--- src/pcrb_regs.svh ---
// register offsets, reset values and field positions of the port and cell register bank
// assumes: offsets are relative to the 256-byte window picked by the host decoder
`ifndef PCRB_REGS_SVH
`define PCRB_REGS_SVH
// pin level readback, per port A..G
`define PCRB_DIN_A 8'h00
`define PCRB_DIN_B 8'h01
`define PCRB_DIN_C 8'h10
`define PCRB_DIN_D 8'h11
`define PCRB_DIN_E 8'h30
`define PCRB_DIN_F 8'h40
`define PCRB_DIN_G 8'h41
// output latches
`define PCRB_DOUT_A 8'h04
`define PCRB_DOUT_B 8'h05
`define PCRB_DOUT_C 8'h12
`define PCRB_DOUT_D 8'h13
`define PCRB_DOUT_E 8'h34
`define PCRB_DOUT_F 8'h44
`define PCRB_DOUT_G 8'h45
// pin direction
`define PCRB_DIR_A 8'h06
`define PCRB_DIR_B 8'h07
`define PCRB_DIR_C 8'h14
`define PCRB_DIR_D 8'h15
`define PCRB_DIR_E 8'h36
`define PCRB_DIR_F 8'h46
`define PCRB_DIR_G 8'h47
// driver select (open drain or slew)
`define PCRB_DRV_A 8'h08
`define PCRB_DRV_B 8'h09
`define PCRB_DRV_C 8'h18
`define PCRB_DRV_D 8'h19
`define PCRB_DRV_E 8'h38
`define PCRB_DRV_F 8'h48
`define PCRB_DRV_G 8'h49
// function select, ports E F G
`define PCRB_CTL_E 8'h32
`define PCRB_CTL_F 8'h42
`define PCRB_CTL_G 8'h43
// driver enable status, ports A B C F
`define PCRB_OES_A 8'h0c
`define PCRB_OES_B 8'h0d
`define PCRB_OES_C 8'h1c
`define PCRB_OES_F 8'h4c
// input cells, groups on ports A B C
`define PCRB_ICL_A 8'h0a
`define PCRB_ICL_B 8'h0b
`define PCRB_ICL_C 8'h1a
// output cells and their write masks
`define PCRB_OCELL_A 8'h20
`define PCRB_OCELL_B 8'h21
`define PCRB_MASK_A 8'h22
`define PCRB_MASK_B 8'h23
// protection, debug port and page
`define PCRB_PROT_PRI 8'hc0
`define PCRB_PROT_SEC 8'hc2
`define PCRB_DBG_EN 8'hc7
`define PCRB_PAGE 8'he0
// fields and reset values
`define PCRB_SEC_SECURITY_BIT 7
`define PCRB_DBG_ON_BIT 0
`define PCRB_RST_BYTE 8'h00
`endif

--- src/pcrb_pkg.sv ---
// types shared by the port and cell register bank
// assumes: included after pcrb_regs.svh where offsets are needed
package pcrb_pkg;
    typedef logic [7:0] pcrb_byte_t;
    // port numbering used for every per-port array
    typedef enum {PCRB_PA, PCRB_PB, PCRB_PC, PCRB_PD, PCRB_PE, PCRB_PF, PCRB_PG} pcrb_port_t;
    typedef logic [6:0][7:0] pcrb_ports_t;
endpackage

--- src/pcrb_port.sv ---
// one eight-pin port: input synchroniser and output driver control
// assumes: the pad ring resolves pin_out and pin_oe into the real wire
`include "pcrb_regs.svh"
module pcrb_port #(
    parameter bit OD_CAPABLE = 1'b1,
    parameter bit SLEW_CAPABLE = 1'b0,
    parameter bit ADDR_CAPABLE = 1'b0
) (
    input wire logic clk, // bank clock
    input wire logic rst_b, // async reset, active low
    input wire logic [7:0] pin_in, // raw pad levels
    input wire logic [7:0] out_latch, // host output latch
    input wire logic [7:0] direction, // 1 = output
    input wire logic [7:0] drive_sel, // open drain or slew select
    input wire logic [7:0] func_sel, // 1 = latched address out
    input wire logic [7:0] latched_addr, // latched bus address
    output logic [7:0] pin_level, // synchronised pad level
    output logic [7:0] pin_out, // pad output value
    output logic [7:0] pin_oe, // pad output enable
    output logic [7:0] slew_fast // fast slew request
);
    logic [7:0] meta_q;
    logic [7:0] addr_mode;
    logic [7:0] val;
    logic [7:0] od;

    // -----------------------------------------------------------
    // input synchroniser
    // -----------------------------------------------------------
    // pads are asynchronous, so two flops before anyone reads them
    always_ff @(posedge clk or negedge rst_b)
    begin
        if (!rst_b)
        begin
            meta_q <= `PCRB_RST_BYTE;
            pin_level <= `PCRB_RST_BYTE;
        end
        else
        begin
            meta_q <= pin_in;
            pin_level <= meta_q;
        end
    end

    // -----------------------------------------------------------
    // driver control
    // -----------------------------------------------------------
    // address mode overrides the direction bit and drives, except where open drain releases a one
    assign addr_mode = ADDR_CAPABLE ? func_sel : 8'h00;
    assign val = (addr_mode & latched_addr) | (~addr_mode & out_latch);
    assign od = OD_CAPABLE ? drive_sel : 8'h00;
    // open drain pulls low only, so a one releases the pad
    assign pin_out = val & ~od;
    assign pin_oe = (direction | addr_mode) & (~od | ~val);
    assign slew_fast = SLEW_CAPABLE ? drive_sel : 8'h00;
endmodule // pcrb_port

--- src/pcrb_top.sv ---
// port and cell register bank: byte registers in a 256-byte host window
// assumes: host strobes are one clk cycle wide and synchronous to clk
//
// How it works
// data-in reads live synchronised pin levels
// output latch drives pins set as outputs
// direction bit one makes pin output
// function bit one outputs latched address
// drive bit one on A,B,D,E,G: open drain
// drive bit one on C,F: fast slew
// enable status reads live driver enables
// input cell registers read cell states
// group A cells loaded by writes, readable
// group B cells loaded by writes, readable
// mask A bit one blocks cell load
// mask B bit one blocks cell load
// primary sector protection read only
// secondary protection in bits three..zero
// bit seven shows security programmed
// bit zero enables debug port
// page register resets zero, feeds logic
// registers at fixed window offsets
// unused bits zero, read-only writes ignored
`include "pcrb_regs.svh"
module pcrb_top (
    input wire logic clk, // bank clock, 10 MHz
    input wire logic rst_b, // async reset, active low
    input wire logic register_window_select, // host window decode, active high
    input wire logic [7:0] bus_addr, // offset within the window
    input wire logic bus_wr, // write strobe, one cycle
    input wire logic bus_rd, // read strobe, one cycle
    input wire logic [7:0] bus_wdata, // write data
    output logic [7:0] bus_rdata, // read data, registered
    input wire logic [7:0] latched_addr, // latched host address
    input wire logic [6:0][7:0] pin_in, // raw pad levels A..G
    output logic [6:0][7:0] pin_out, // pad output values
    output logic [6:0][7:0] pin_oe, // pad output enables
    output logic [6:0][7:0] pin_slew_fast, // fast slew requests
    output logic [2:0][7:0] input_cell_bits, // input cells A..C
    output logic [7:0] output_cell_group_a_bits, // group A cells
    output logic [7:0] output_cell_group_b_bits, // group B cells
    input wire logic [7:0] primary_protect, // sector protect flags
    input wire logic [3:0] secondary_protect, // sector protect flags
    input wire logic security_set, // security programmed
    output logic debug_port_on, // debug serial port enable
    output logic [7:0] page_bits // page inputs to the logic array
);
    // -----------------------------------------------------------
    // offset tables, one byte per port, port A lowest
    // -----------------------------------------------------------
    localparam pcrb_pkg::pcrb_ports_t DIN_OFS = {`PCRB_DIN_G, `PCRB_DIN_F,
        `PCRB_DIN_E, `PCRB_DIN_D, `PCRB_DIN_C, `PCRB_DIN_B, `PCRB_DIN_A};
    localparam pcrb_pkg::pcrb_ports_t DOUT_OFS = {`PCRB_DOUT_G, `PCRB_DOUT_F,
        `PCRB_DOUT_E, `PCRB_DOUT_D, `PCRB_DOUT_C, `PCRB_DOUT_B, `PCRB_DOUT_A};
    localparam pcrb_pkg::pcrb_ports_t DIR_OFS = {`PCRB_DIR_G, `PCRB_DIR_F,
        `PCRB_DIR_E, `PCRB_DIR_D, `PCRB_DIR_C, `PCRB_DIR_B, `PCRB_DIR_A};
    localparam pcrb_pkg::pcrb_ports_t DRV_OFS = {`PCRB_DRV_G, `PCRB_DRV_F,
        `PCRB_DRV_E, `PCRB_DRV_D, `PCRB_DRV_C, `PCRB_DRV_B, `PCRB_DRV_A};
    localparam pcrb_pkg::pcrb_ports_t CTL_OFS = {`PCRB_CTL_G, `PCRB_CTL_F,
        `PCRB_CTL_E, 8'h00, 8'h00, 8'h00, 8'h00};
    localparam pcrb_pkg::pcrb_ports_t OES_OFS = {8'h00, `PCRB_OES_F,
        8'h00, 8'h00, `PCRB_OES_C, `PCRB_OES_B, `PCRB_OES_A};
    localparam pcrb_pkg::pcrb_ports_t ICL_OFS = {8'h00, 8'h00, 8'h00, 8'h00,
        `PCRB_ICL_C, `PCRB_ICL_B, `PCRB_ICL_A};
    // which ports own which register
    localparam logic [6:0] ALL_PORTS = 7'h7f;
    localparam logic [6:0] CTL_PORTS = 7'h70; // E F G
    localparam logic [6:0] OES_PORTS = 7'h27; // A B C F
    localparam logic [6:0] ICL_PORTS = 7'h07; // A B C
    localparam logic [6:0] OD_PORTS = 7'h5b; // A B D E G
    localparam logic [6:0] SLEW_PORTS = 7'h24; // C F

    // one-hot port hit for a table lookup, used for every per-port register
    function automatic logic [6:0] port_hit(input pcrb_pkg::pcrb_ports_t tbl,
        input logic [6:0] owners, input logic [7:0] a);
        logic [6:0] h;
        h = 7'h00;
        for (int p = 0; p < 7; p++)
        begin
            h[p] = owners[p] && (tbl[p] == a);
        end
        return h;
    endfunction

    // -----------------------------------------------------------
    // bus decode
    // -----------------------------------------------------------
    logic wr_en;
    logic rd_en;
    logic [6:0] hit_din;
    logic [6:0] hit_dout;
    logic [6:0] hit_dir;
    logic [6:0] hit_drv;
    logic [6:0] hit_ctl;
    logic [6:0] hit_oes;
    logic [6:0] hit_icl;

    // strobes only count inside the host window
    assign wr_en = register_window_select && bus_wr;
    assign rd_en = register_window_select && bus_rd;
    assign hit_din = port_hit(DIN_OFS, ALL_PORTS, bus_addr);
    assign hit_dout = port_hit(DOUT_OFS, ALL_PORTS, bus_addr);
    assign hit_dir = port_hit(DIR_OFS, ALL_PORTS, bus_addr);
    assign hit_drv = port_hit(DRV_OFS, ALL_PORTS, bus_addr);
    assign hit_ctl = port_hit(CTL_OFS, CTL_PORTS, bus_addr);
    assign hit_oes = port_hit(OES_OFS, OES_PORTS, bus_addr);
    assign hit_icl = port_hit(ICL_OFS, ICL_PORTS, bus_addr);

    // -----------------------------------------------------------
    // port configuration registers
    // -----------------------------------------------------------
    pcrb_pkg::pcrb_ports_t dout_q;
    pcrb_pkg::pcrb_ports_t dir_q;
    pcrb_pkg::pcrb_ports_t drv_q;
    pcrb_pkg::pcrb_ports_t ctl_q;
    pcrb_pkg::pcrb_ports_t level;

    // output latches, direction and driver select for every port
    always_ff @(posedge clk or negedge rst_b)
    begin
        if (!rst_b)
        begin
            dout_q <= '0;
            dir_q <= '0;
            drv_q <= '0;
        end
        else
        begin
            for (int p = 0; p < 7; p++)
            begin
                if (wr_en && hit_dout[p])
                    dout_q[p] <= bus_wdata;
                if (wr_en && hit_dir[p])
                    dir_q[p] <= bus_wdata;
                if (wr_en && hit_drv[p])
                    drv_q[p] <= bus_wdata;
            end
        end
    end

    // function select exists on E F G only; other slots stay zero
    always_ff @(posedge clk or negedge rst_b)
    begin
        if (!rst_b)
            ctl_q <= '0;
        else
        begin
            for (int p = 0; p < 7; p++)
            begin
                if (wr_en && hit_ctl[p])
                    ctl_q[p] <= bus_wdata;
            end
        end
    end

    // -----------------------------------------------------------
    // pin drivers
    // -----------------------------------------------------------
    for (genvar p = 0; p < 7; p++)
    begin : g_port
        pcrb_port #(
            .OD_CAPABLE(OD_PORTS[p]),
            .SLEW_CAPABLE(SLEW_PORTS[p]),
            .ADDR_CAPABLE(CTL_PORTS[p])
        ) u_port (
            .clk(clk),
            .rst_b(rst_b),
            .pin_in(pin_in[p]),
            .out_latch(dout_q[p]),
            .direction(dir_q[p]),
            .drive_sel(drv_q[p]),
            .func_sel(ctl_q[p]),
            .latched_addr(latched_addr),
            .pin_level(level[p]),
            .pin_out(pin_out[p]),
            .pin_oe(pin_oe[p]),
            .slew_fast(pin_slew_fast[p])
        );
    end

    // -----------------------------------------------------------
    // logic cells
    // -----------------------------------------------------------
    logic [7:0] mask_a_q;
    logic [7:0] mask_b_q;
    logic [7:0] cell_a_q;
    logic [7:0] cell_b_q;
    logic [2:0][7:0] icell_q;

    // input cells track the synchronised pins of ports A B C
    always_ff @(posedge clk or negedge rst_b)
    begin
        if (!rst_b)
            icell_q <= '0;
        else
            icell_q <= level[2:0];
    end

    // write masks
    always_ff @(posedge clk or negedge rst_b)
    begin
        if (!rst_b)
        begin
            mask_a_q <= `PCRB_RST_BYTE;
            mask_b_q <= `PCRB_RST_BYTE;
        end
        else
        begin
            if (wr_en && bus_addr == `PCRB_MASK_A)
                mask_a_q <= bus_wdata;
            if (wr_en && bus_addr == `PCRB_MASK_B)
                mask_b_q <= bus_wdata;
        end
    end

    // a masked bit keeps its old value so software cannot disturb it
    always_ff @(posedge clk or negedge rst_b)
    begin
        if (!rst_b)
        begin
            cell_a_q <= `PCRB_RST_BYTE;
            cell_b_q <= `PCRB_RST_BYTE;
        end
        else
        begin
            if (wr_en && bus_addr == `PCRB_OCELL_A)
                cell_a_q <= (cell_a_q & mask_a_q) | (bus_wdata & ~mask_a_q);
            if (wr_en && bus_addr == `PCRB_OCELL_B)
                cell_b_q <= (cell_b_q & mask_b_q) | (bus_wdata & ~mask_b_q);
        end
    end

    assign input_cell_bits = icell_q;
    assign output_cell_group_a_bits = cell_a_q;
    assign output_cell_group_b_bits = cell_b_q;

    // -----------------------------------------------------------
    // debug port and page
    // -----------------------------------------------------------
    logic dbg_q;
    logic [7:0] page_q;

    // only bit zero of the debug register is kept
    always_ff @(posedge clk or negedge rst_b)
    begin
        if (!rst_b)
        begin
            dbg_q <= 1'b0;
            page_q <= `PCRB_RST_BYTE;
        end
        else
        begin
            if (wr_en && bus_addr == `PCRB_DBG_EN)
                dbg_q <= bus_wdata[`PCRB_DBG_ON_BIT];
            if (wr_en && bus_addr == `PCRB_PAGE)
                page_q <= bus_wdata;
        end
    end

    assign debug_port_on = dbg_q;
    assign page_bits = page_q;

    // -----------------------------------------------------------
    // read path
    // -----------------------------------------------------------
    logic [7:0] rd_val;

    // offsets are distinct, so at most one source matches
    always_comb
    begin
        rd_val = 8'h00;
        for (int p = 0; p < 7; p++)
        begin
            if (hit_din[p])
                rd_val = level[p];
            if (hit_dout[p])
                rd_val = dout_q[p];
            if (hit_dir[p])
                rd_val = dir_q[p];
            if (hit_drv[p])
                rd_val = drv_q[p];
            if (hit_ctl[p])
                rd_val = ctl_q[p];
            if (hit_oes[p])
                rd_val = pin_oe[p];
            if (hit_icl[p])
                rd_val = icell_q[p];
        end
        unique case (bus_addr)
            `PCRB_OCELL_A: rd_val = cell_a_q;
            `PCRB_OCELL_B: rd_val = cell_b_q;
            `PCRB_MASK_A: rd_val = mask_a_q;
            `PCRB_MASK_B: rd_val = mask_b_q;
            `PCRB_PROT_PRI: rd_val = primary_protect;
            `PCRB_PROT_SEC: rd_val = {security_set, 3'h0, secondary_protect};
            `PCRB_DBG_EN: rd_val = {7'h00, dbg_q};
            `PCRB_PAGE: rd_val = page_q;
            default: ;
        endcase
    end

    // read data is held until the next read
    always_ff @(posedge clk or negedge rst_b)
    begin
        if (!rst_b)
            bus_rdata <= `PCRB_RST_BYTE;
        else if (rd_en)
            bus_rdata <= rd_val;
    end
endmodule // pcrb_top

--- config.mk ---
export PLATFORM = sky130hd
export DESIGN_NAME = pcrb_top
export DESIGN_NICKNAME = d
export VERILOG_FILES = /design/src/pcrb_pkg.sv /design/src/pcrb_port.sv /design/src/pcrb_top.sv
export VERILOG_INCLUDE_DIRS = /design/src
export SDC_FILE = /design/constraint.sdc
export NUM_CORES = 1
export LEC_CHECK = 0
export BUFFER_PORTS_ARGS = -buffer_cell sky130_fd_sc_hd__buf_2
export CAP_MARGIN = 20
export CORE_MARGIN = 4
export CORE_UTILIZATION = 40
export DETAILED_ROUTE_END_ITERATION = 16
export GPL_ROUTABILITY_DRIVEN = 1
export PLACE_DENSITY = 0.59
export SLEW_MARGIN = 20
export SYNTH_ARGS = -nofsm -noshare
export SYNTH_HDL_FRONTEND = slang
export SYNTH_HIERARCHICAL = 1
export SYNTH_SLANG_ARGS = --single-unit
--- constraint.sdc ---
create_clock -name clk -period 1.9 [get_ports clk]
set_input_delay 0.38 -clock clk [delete_from_list [all_inputs] [get_ports clk]]
set_output_delay 0.38 -clock clk [all_outputs]
set_load 0.02 [all_outputs]
=== Word level (Yosys, flattened, before mapping) ===
Cells that the tools add are included.

* Input bits: 98
* Output and inout bits: 225
* Logic and storage cells: 213
* Register bits: 377

* Eq/ne operators: 45
* Multiplexer cells: 39
* Bitwise gates (word level): 48
* Reductions and logical operators: 33

{| class="wikitable"
|+ Operators with widths
! cell !! count
|-
| 2-to-1 mux 8 bit || 38
|-
| bitwise AND 8 bit || 20
|-
| inverter 8 bit || 15
|-
| OR 8 bit || 13
|-
| equality test 7 x 8 -> 1 bit (first input constant) || 11
|-
| equality test 5 x 8 -> 1 bit (first input constant) || 10
|-
| case mux 8 bit (8 select lines) || 1
|-
| equality test 4 x 8 -> 1 bit (first input constant) || 6
|-
| equality test 6 x 8 -> 1 bit (first input constant) || 5
|-
| equality test 3 x 8 -> 1 bit (first input constant) || 4
|-
| equality test 8 x 6 -> 1 bit (second input constant) || 4
|-
| equality test 8 bit (second input constant) || 4
|-
| logical AND 1 bit || 32
|-
| equality test 1 x 8 -> 1 bit (first input constant) || 1
|-
| zero test 8 bit || 1
|}

=== Longest topological paths before layout ===
* Word-level depth: 40
* Depth in mapped cells: 12
* Gate-level depth less buffers: 8

=== By module ===
The synthesis kept the hierarchy.

{| class="wikitable"
|+ Modules (own cells, without submodules)
! module !! area an instance (sq um) !! instances !! sequential area each (sq um) !! cells an instance
|-
| pcrb_top || 14188.6 || 1 || 6631.4 || 1264
|-
| pcrb_port at g_port[0].u_port ... || 574.3 || 3 || 400.4 || 41
|-
| pcrb_port at g_port[4].u_port ... || 742.0 || 2 || 400.4 || 64
|-
| pcrb_port at g_port[5].u_port || 630.6 || 1 || 400.4 || 40
|-
| pcrb_port at g_port[2].u_port || 580.6 || 1 || 400.4 || 40
|}

=== Worst setup path before layout ===
No wires, ideal clock.

* Path kind: input to register
* Start: in bus_addr[3]
* End: reg (tool-made name)
* Arrival: 2120 ps
* Cell stages on the path: 8
* Setup time: 125 ps
* Setup slack: -345 ps
* Path buffers: 2
* Data required time: 1775 ps
* Cell sequence: buf_4 -> or2_2 -> nor4_2 -> buf_2 -> and2_1 -> nand2_1 -> nor2_1 -> mux2_2

{| class="wikitable"
|+ RTL lines
! item !! RTL line !! text
|-
| from (decl) || pcrb_top.sv:29 || <nowiki>input wire logic [7:0] bus_addr,</nowiki>
|}

=== Worst setup path in the final report ===
* Start: in bus_addr[3]
* End: reg bus_rdata[3]

* Cells in the longest elaborated chain, start to end: 40
* Elaborated cells between the ends (all ways): 85
* Those cells by class: 45 x eq/ne; 39 x mux; 1 x reduce/logical

{| class="wikitable"
|+ RTL lines
! item !! RTL line !! text
|-
| zero test 8 bit || n/a ||
|-
| 2-to-1 mux 8 bit || pcrb_top.sv:274 || <nowiki>if (hit_din[p])</nowiki>
|-
| 2-to-1 mux 8 bit || pcrb_top.sv:276 || <nowiki>if (hit_dout[p])</nowiki>
|-
| 2-to-1 mux 8 bit || pcrb_top.sv:278 || <nowiki>if (hit_dir[p])</nowiki>
|-
| 2-to-1 mux 8 bit || pcrb_top.sv:280 || <nowiki>if (hit_drv[p])</nowiki>
|-
| 2-to-1 mux 8 bit || pcrb_top.sv:284 || <nowiki>if (hit_oes[p])</nowiki>
|-
| 2-to-1 mux 8 bit || pcrb_top.sv:286 || <nowiki>if (hit_icl[p])</nowiki>
|-
| 2-to-1 mux 8 bit || pcrb_top.sv:274 ||
|-
| (+24 left out) || n/a ||
|-
| 2-to-1 mux 8 bit || pcrb_top.sv:282 || <nowiki>if (hit_ctl[p])</nowiki>
|-
| 2-to-1 mux 8 bit || pcrb_top.sv:284 ||
|-
| 2-to-1 mux 8 bit || pcrb_top.sv:274 ||
|-
| 2-to-1 mux 8 bit || pcrb_top.sv:276 ||
|-
| 2-to-1 mux 8 bit || pcrb_top.sv:278 ||
|-
| 2-to-1 mux 8 bit || pcrb_top.sv:280 ||
|-
| 2-to-1 mux 8 bit || pcrb_top.sv:282 ||
|-
| case mux 8 bit (8 select lines) (*) || pcrb_top.sv:289 || <nowiki>unique case (bus_addr)</nowiki>
|-
| to (signal assigned) || pcrb_top.sv:306 || <nowiki>bus_rdata <= `PCRB_RST_BYTE;</nowiki>
|-
| to (signal assigned) || pcrb_top.sv:308 || <nowiki>bus_rdata <= rd_val;</nowiki>
|-
| to (decl) || pcrb_top.sv:33 || <nowiki>output logic [7:0] bus_rdata,</nowiki>
|}

Every way passes the cells marked *; elsewhere a longest branch is shown, timed or not.
A chain may end at the register's enable or synchronous reset.

==> metrics <==
outcome=finished with violations; failing checks=setup timing; Slew @ Worst Pin=0.668 ns; worst skew pair latency=0.57 ns; crit end category=flip-flop; setup_tns=-1.29 ns; synthesis warning total=6; post-DR wirelength/cell=27.2 um; layout cells sized above 1=56.4%; slowest cell on the critical path=a2111oi_1; CTS sink cnt=377; final WL=79.7 mm; synth-to-layout area growth=48.6%; slowest cell delay on critical path=0.40 ns; initial antenna violation count=1; Die Y=224 um; core area=45,700 sq um; final core utilization=60.5%; P_leak=13.4 nW; Final ANT Viol Nets=0; clock slew at reported path FFs=0.06 ns; Starting Density=40.7%; Crit Path Max Fanout=9; drt first pass iters=6; worst hold path type=in2reg; Pwr per Cell Area=719 nW/um^2; port buffer count=282; sw frac=26.6%; CP Class=in2reg; CTS H-tree depth=2; Fin Clk Skew=0.0191 ns; GRT Total Usage=30.6%; max cap viols=0; worst hold start=primary_protect[0]; critical path data arrival time=2.59 ns; CP bufs+invs=5; worst setup margin=-0.182 ns; Synth Instances=1,594; worst hold path depth=5; Non-Filler Instances=2,932; Final Wtd Congestion=0.994; f_max=0.480 GHz; Placed Cells=2,728; Final Max Slew Viols=0; worst hold slack=0.326 ns; Synth Cell Area=18,600 sq um; CP most frequent cell=buf_4; final hold violations=0; # IOs=323; CTS root buf=clkbuf_16; R2R cell count=7; Hold Path Sink=bus_rdata[0]$_DFFE_PN0P_; r2r setup slk=-0.13 ns; clk buf depth=3; pre-CTS setup slack=-1.10 ns; Comb power frac=14.7%; vias post-DR=16,700; worst flop-to-flop path startpoint=dir_q[11]$_DFFE_PN0P_; final net count=2,402; worst reg2reg endpoint=bus_rdata[3]$_DFFE_PN0P_; endpoints failing setup=43; clock period minus worst slack=2.08 ns; clock power share=41.8%; unrepaired setup endpoints after global routing=yes; Sw Pwr=5.29 mW; DRT iter0 DRCs=1,771; Final period util=110%; syn avg cell area=11.7 sq um; total die area=50,000 sq um; internal power=14.6 mW; Startpoint Class=primary input; GRT overflow=0; DR vias/cell=5.71; largest net degree at the start of global routing=60; DP HPWL=59.5 mm; cell-by-cell trace of the critical path=buf_12 > buf_12 > buf_4 > buf_4 > nor2b_1 > buf_4 > nand3_1 > o21ai_0 > or3_1 > a2111oi_1 > or3_1; CP top delay family=simple AND/OR/NAND/NOR gates; Worst Path Required=2.41 ns; first-pass GRT wire length=114 mm; DRC viols=0; Rows=78; share of power burned in registers=43.5%; Chip Width=224 um; Num CTS Buffers=42; Max VDD drop=866 uV; vias in the first global route=16,900; Max-slew headroom=55.5%; CTS tree=yes
[routing by layer]
layer	track usage, %	vias to the layer above	routed length (um)
li1	-	7214	-
met1	43.2	8482	34100
met2	47.2	831	35500
met3	6.45	206	6680
met4	10.5	0	3340
met5	0	-	0
[power by group through the flow]
| stage | Clock [mW] | Combinational (mW) | Sequential, mW |
|---|---|---|---|
| finish | 8.31 | 2.92 | 8.66 |
| global route | 8.78 | 3.06 | 8.67 |
| CTS | 8.45 | 2.69 | 8.64 |
| detailed placement | 0 | 2.43 | 8.78 |
| global placement | 0 | 2.42 | 8.77 |
| floorplan | 0 | 1.19 | 8.71 |
[area by class of cell]
cell class / count / area [sq um]
multi-input cells: 1072 / 9590
clock inverters: 17 / 218
diodes: 1 / 2.50
fillers: 3749 / 18000
inverters: 9 / 33.8
flip-flops and latches: 377 / 9470
clock buffers: 54 / 1190
well taps: 600 / 751
repair buffers: 802 / 6400
[timing repair]
action	4_1_cts	5_1_grt
hold buffers	57	0
hold endpoints to repair	98	0
gates cloned	2	5
setup endpoints to repair	133	143
buffers inserted	42	34
gates resized for setup	161	190
pin swaps	57	84
[worst max-delay path by stage]
stage	start	end	depth (start not counted)
6_report	bus_addr[3]	bus_rdata[3]$_DFFE_PN0P_	11
5_1_grt	mask_b_q[3]$_DFFE_PN0P_	bus_rdata[3]$_DFFE_PN0P_	6
4_1_cts	dout_q[14]$_DFFE_PN0P_	bus_rdata[6]$_DFFE_PN0P_	8
3_5_place_dp	bus_addr[3]	bus_rdata[4]$_DFFE_PN0P_	12
3_3_place_gp	bus_addr[3]	bus_rdata[4]$_DFFE_PN0P_	12
2_1_floorplan	bus_addr[4]	bus_rdata[3]$_DFFE_PN0P_	8
[worst min-delay path, stage by stage]
cell and delay [ns]:
buf_2 0.09, a221oi_2 0.07, a31oi_4 0.17, a21oi_1 0.06
o21ai_1 0.08
[registers in the layout (all words and copies together), names as in the netlist, named ones only]
register,cells
bus_rdata,8
input_cell_bits,24
dout_q,56
drv_q,56
mask_b_q,8
dir_q,56
mask_a_q,8
debug_port_on,1
ctl_q,24
page_bits,8
g_port.u_port/meta_q,56
g_port.u_port/pin_level,56
[stage by stage]
step / total power, mW / area (sq um)
floorplan: 9.90 / 19300
global placement: 11.2 / 23600
detailed placement: 11.2 / 23600
CTS: 19.8 / 26500
global route: 20.5 / 27600
finish: 19.9 / 27700
[cell usage in the layout (no fill, tap or decap), types with 16 or more instances in the layout]
| cell | instances |
|---|---|
| nand2_2 | 16 |
| mux2i_1 | 21 |
| o21a_1 | 19 |
| buf_2 | 240 |
| a22oi_1 | 21 |
| buf_6 | 38 |
| a21oi_1 | 56 |
| nand2_1 | 62 |
| dfrtp_2 | 29 |
| nor2_4 | 31 |
| nor2b_1 | 28 |
| nor2_1 | 64 |
| mux2_2 | 182 |
| buf_12 | 39 |
| o21ai_0 | 42 |
| nand3_1 | 30 |
| a21boi_1 | 16 |
| dlygate4sd3_1 | 57 |
| buf_4 | 414 |
| dfrtp_1 | 348 |
| mux2_4 | 67 |
| conb_1 | 40 |
| clkbuf_16 | 48 |
| o22ai_1 | 23 |
(Power assumes the default switching activity.)
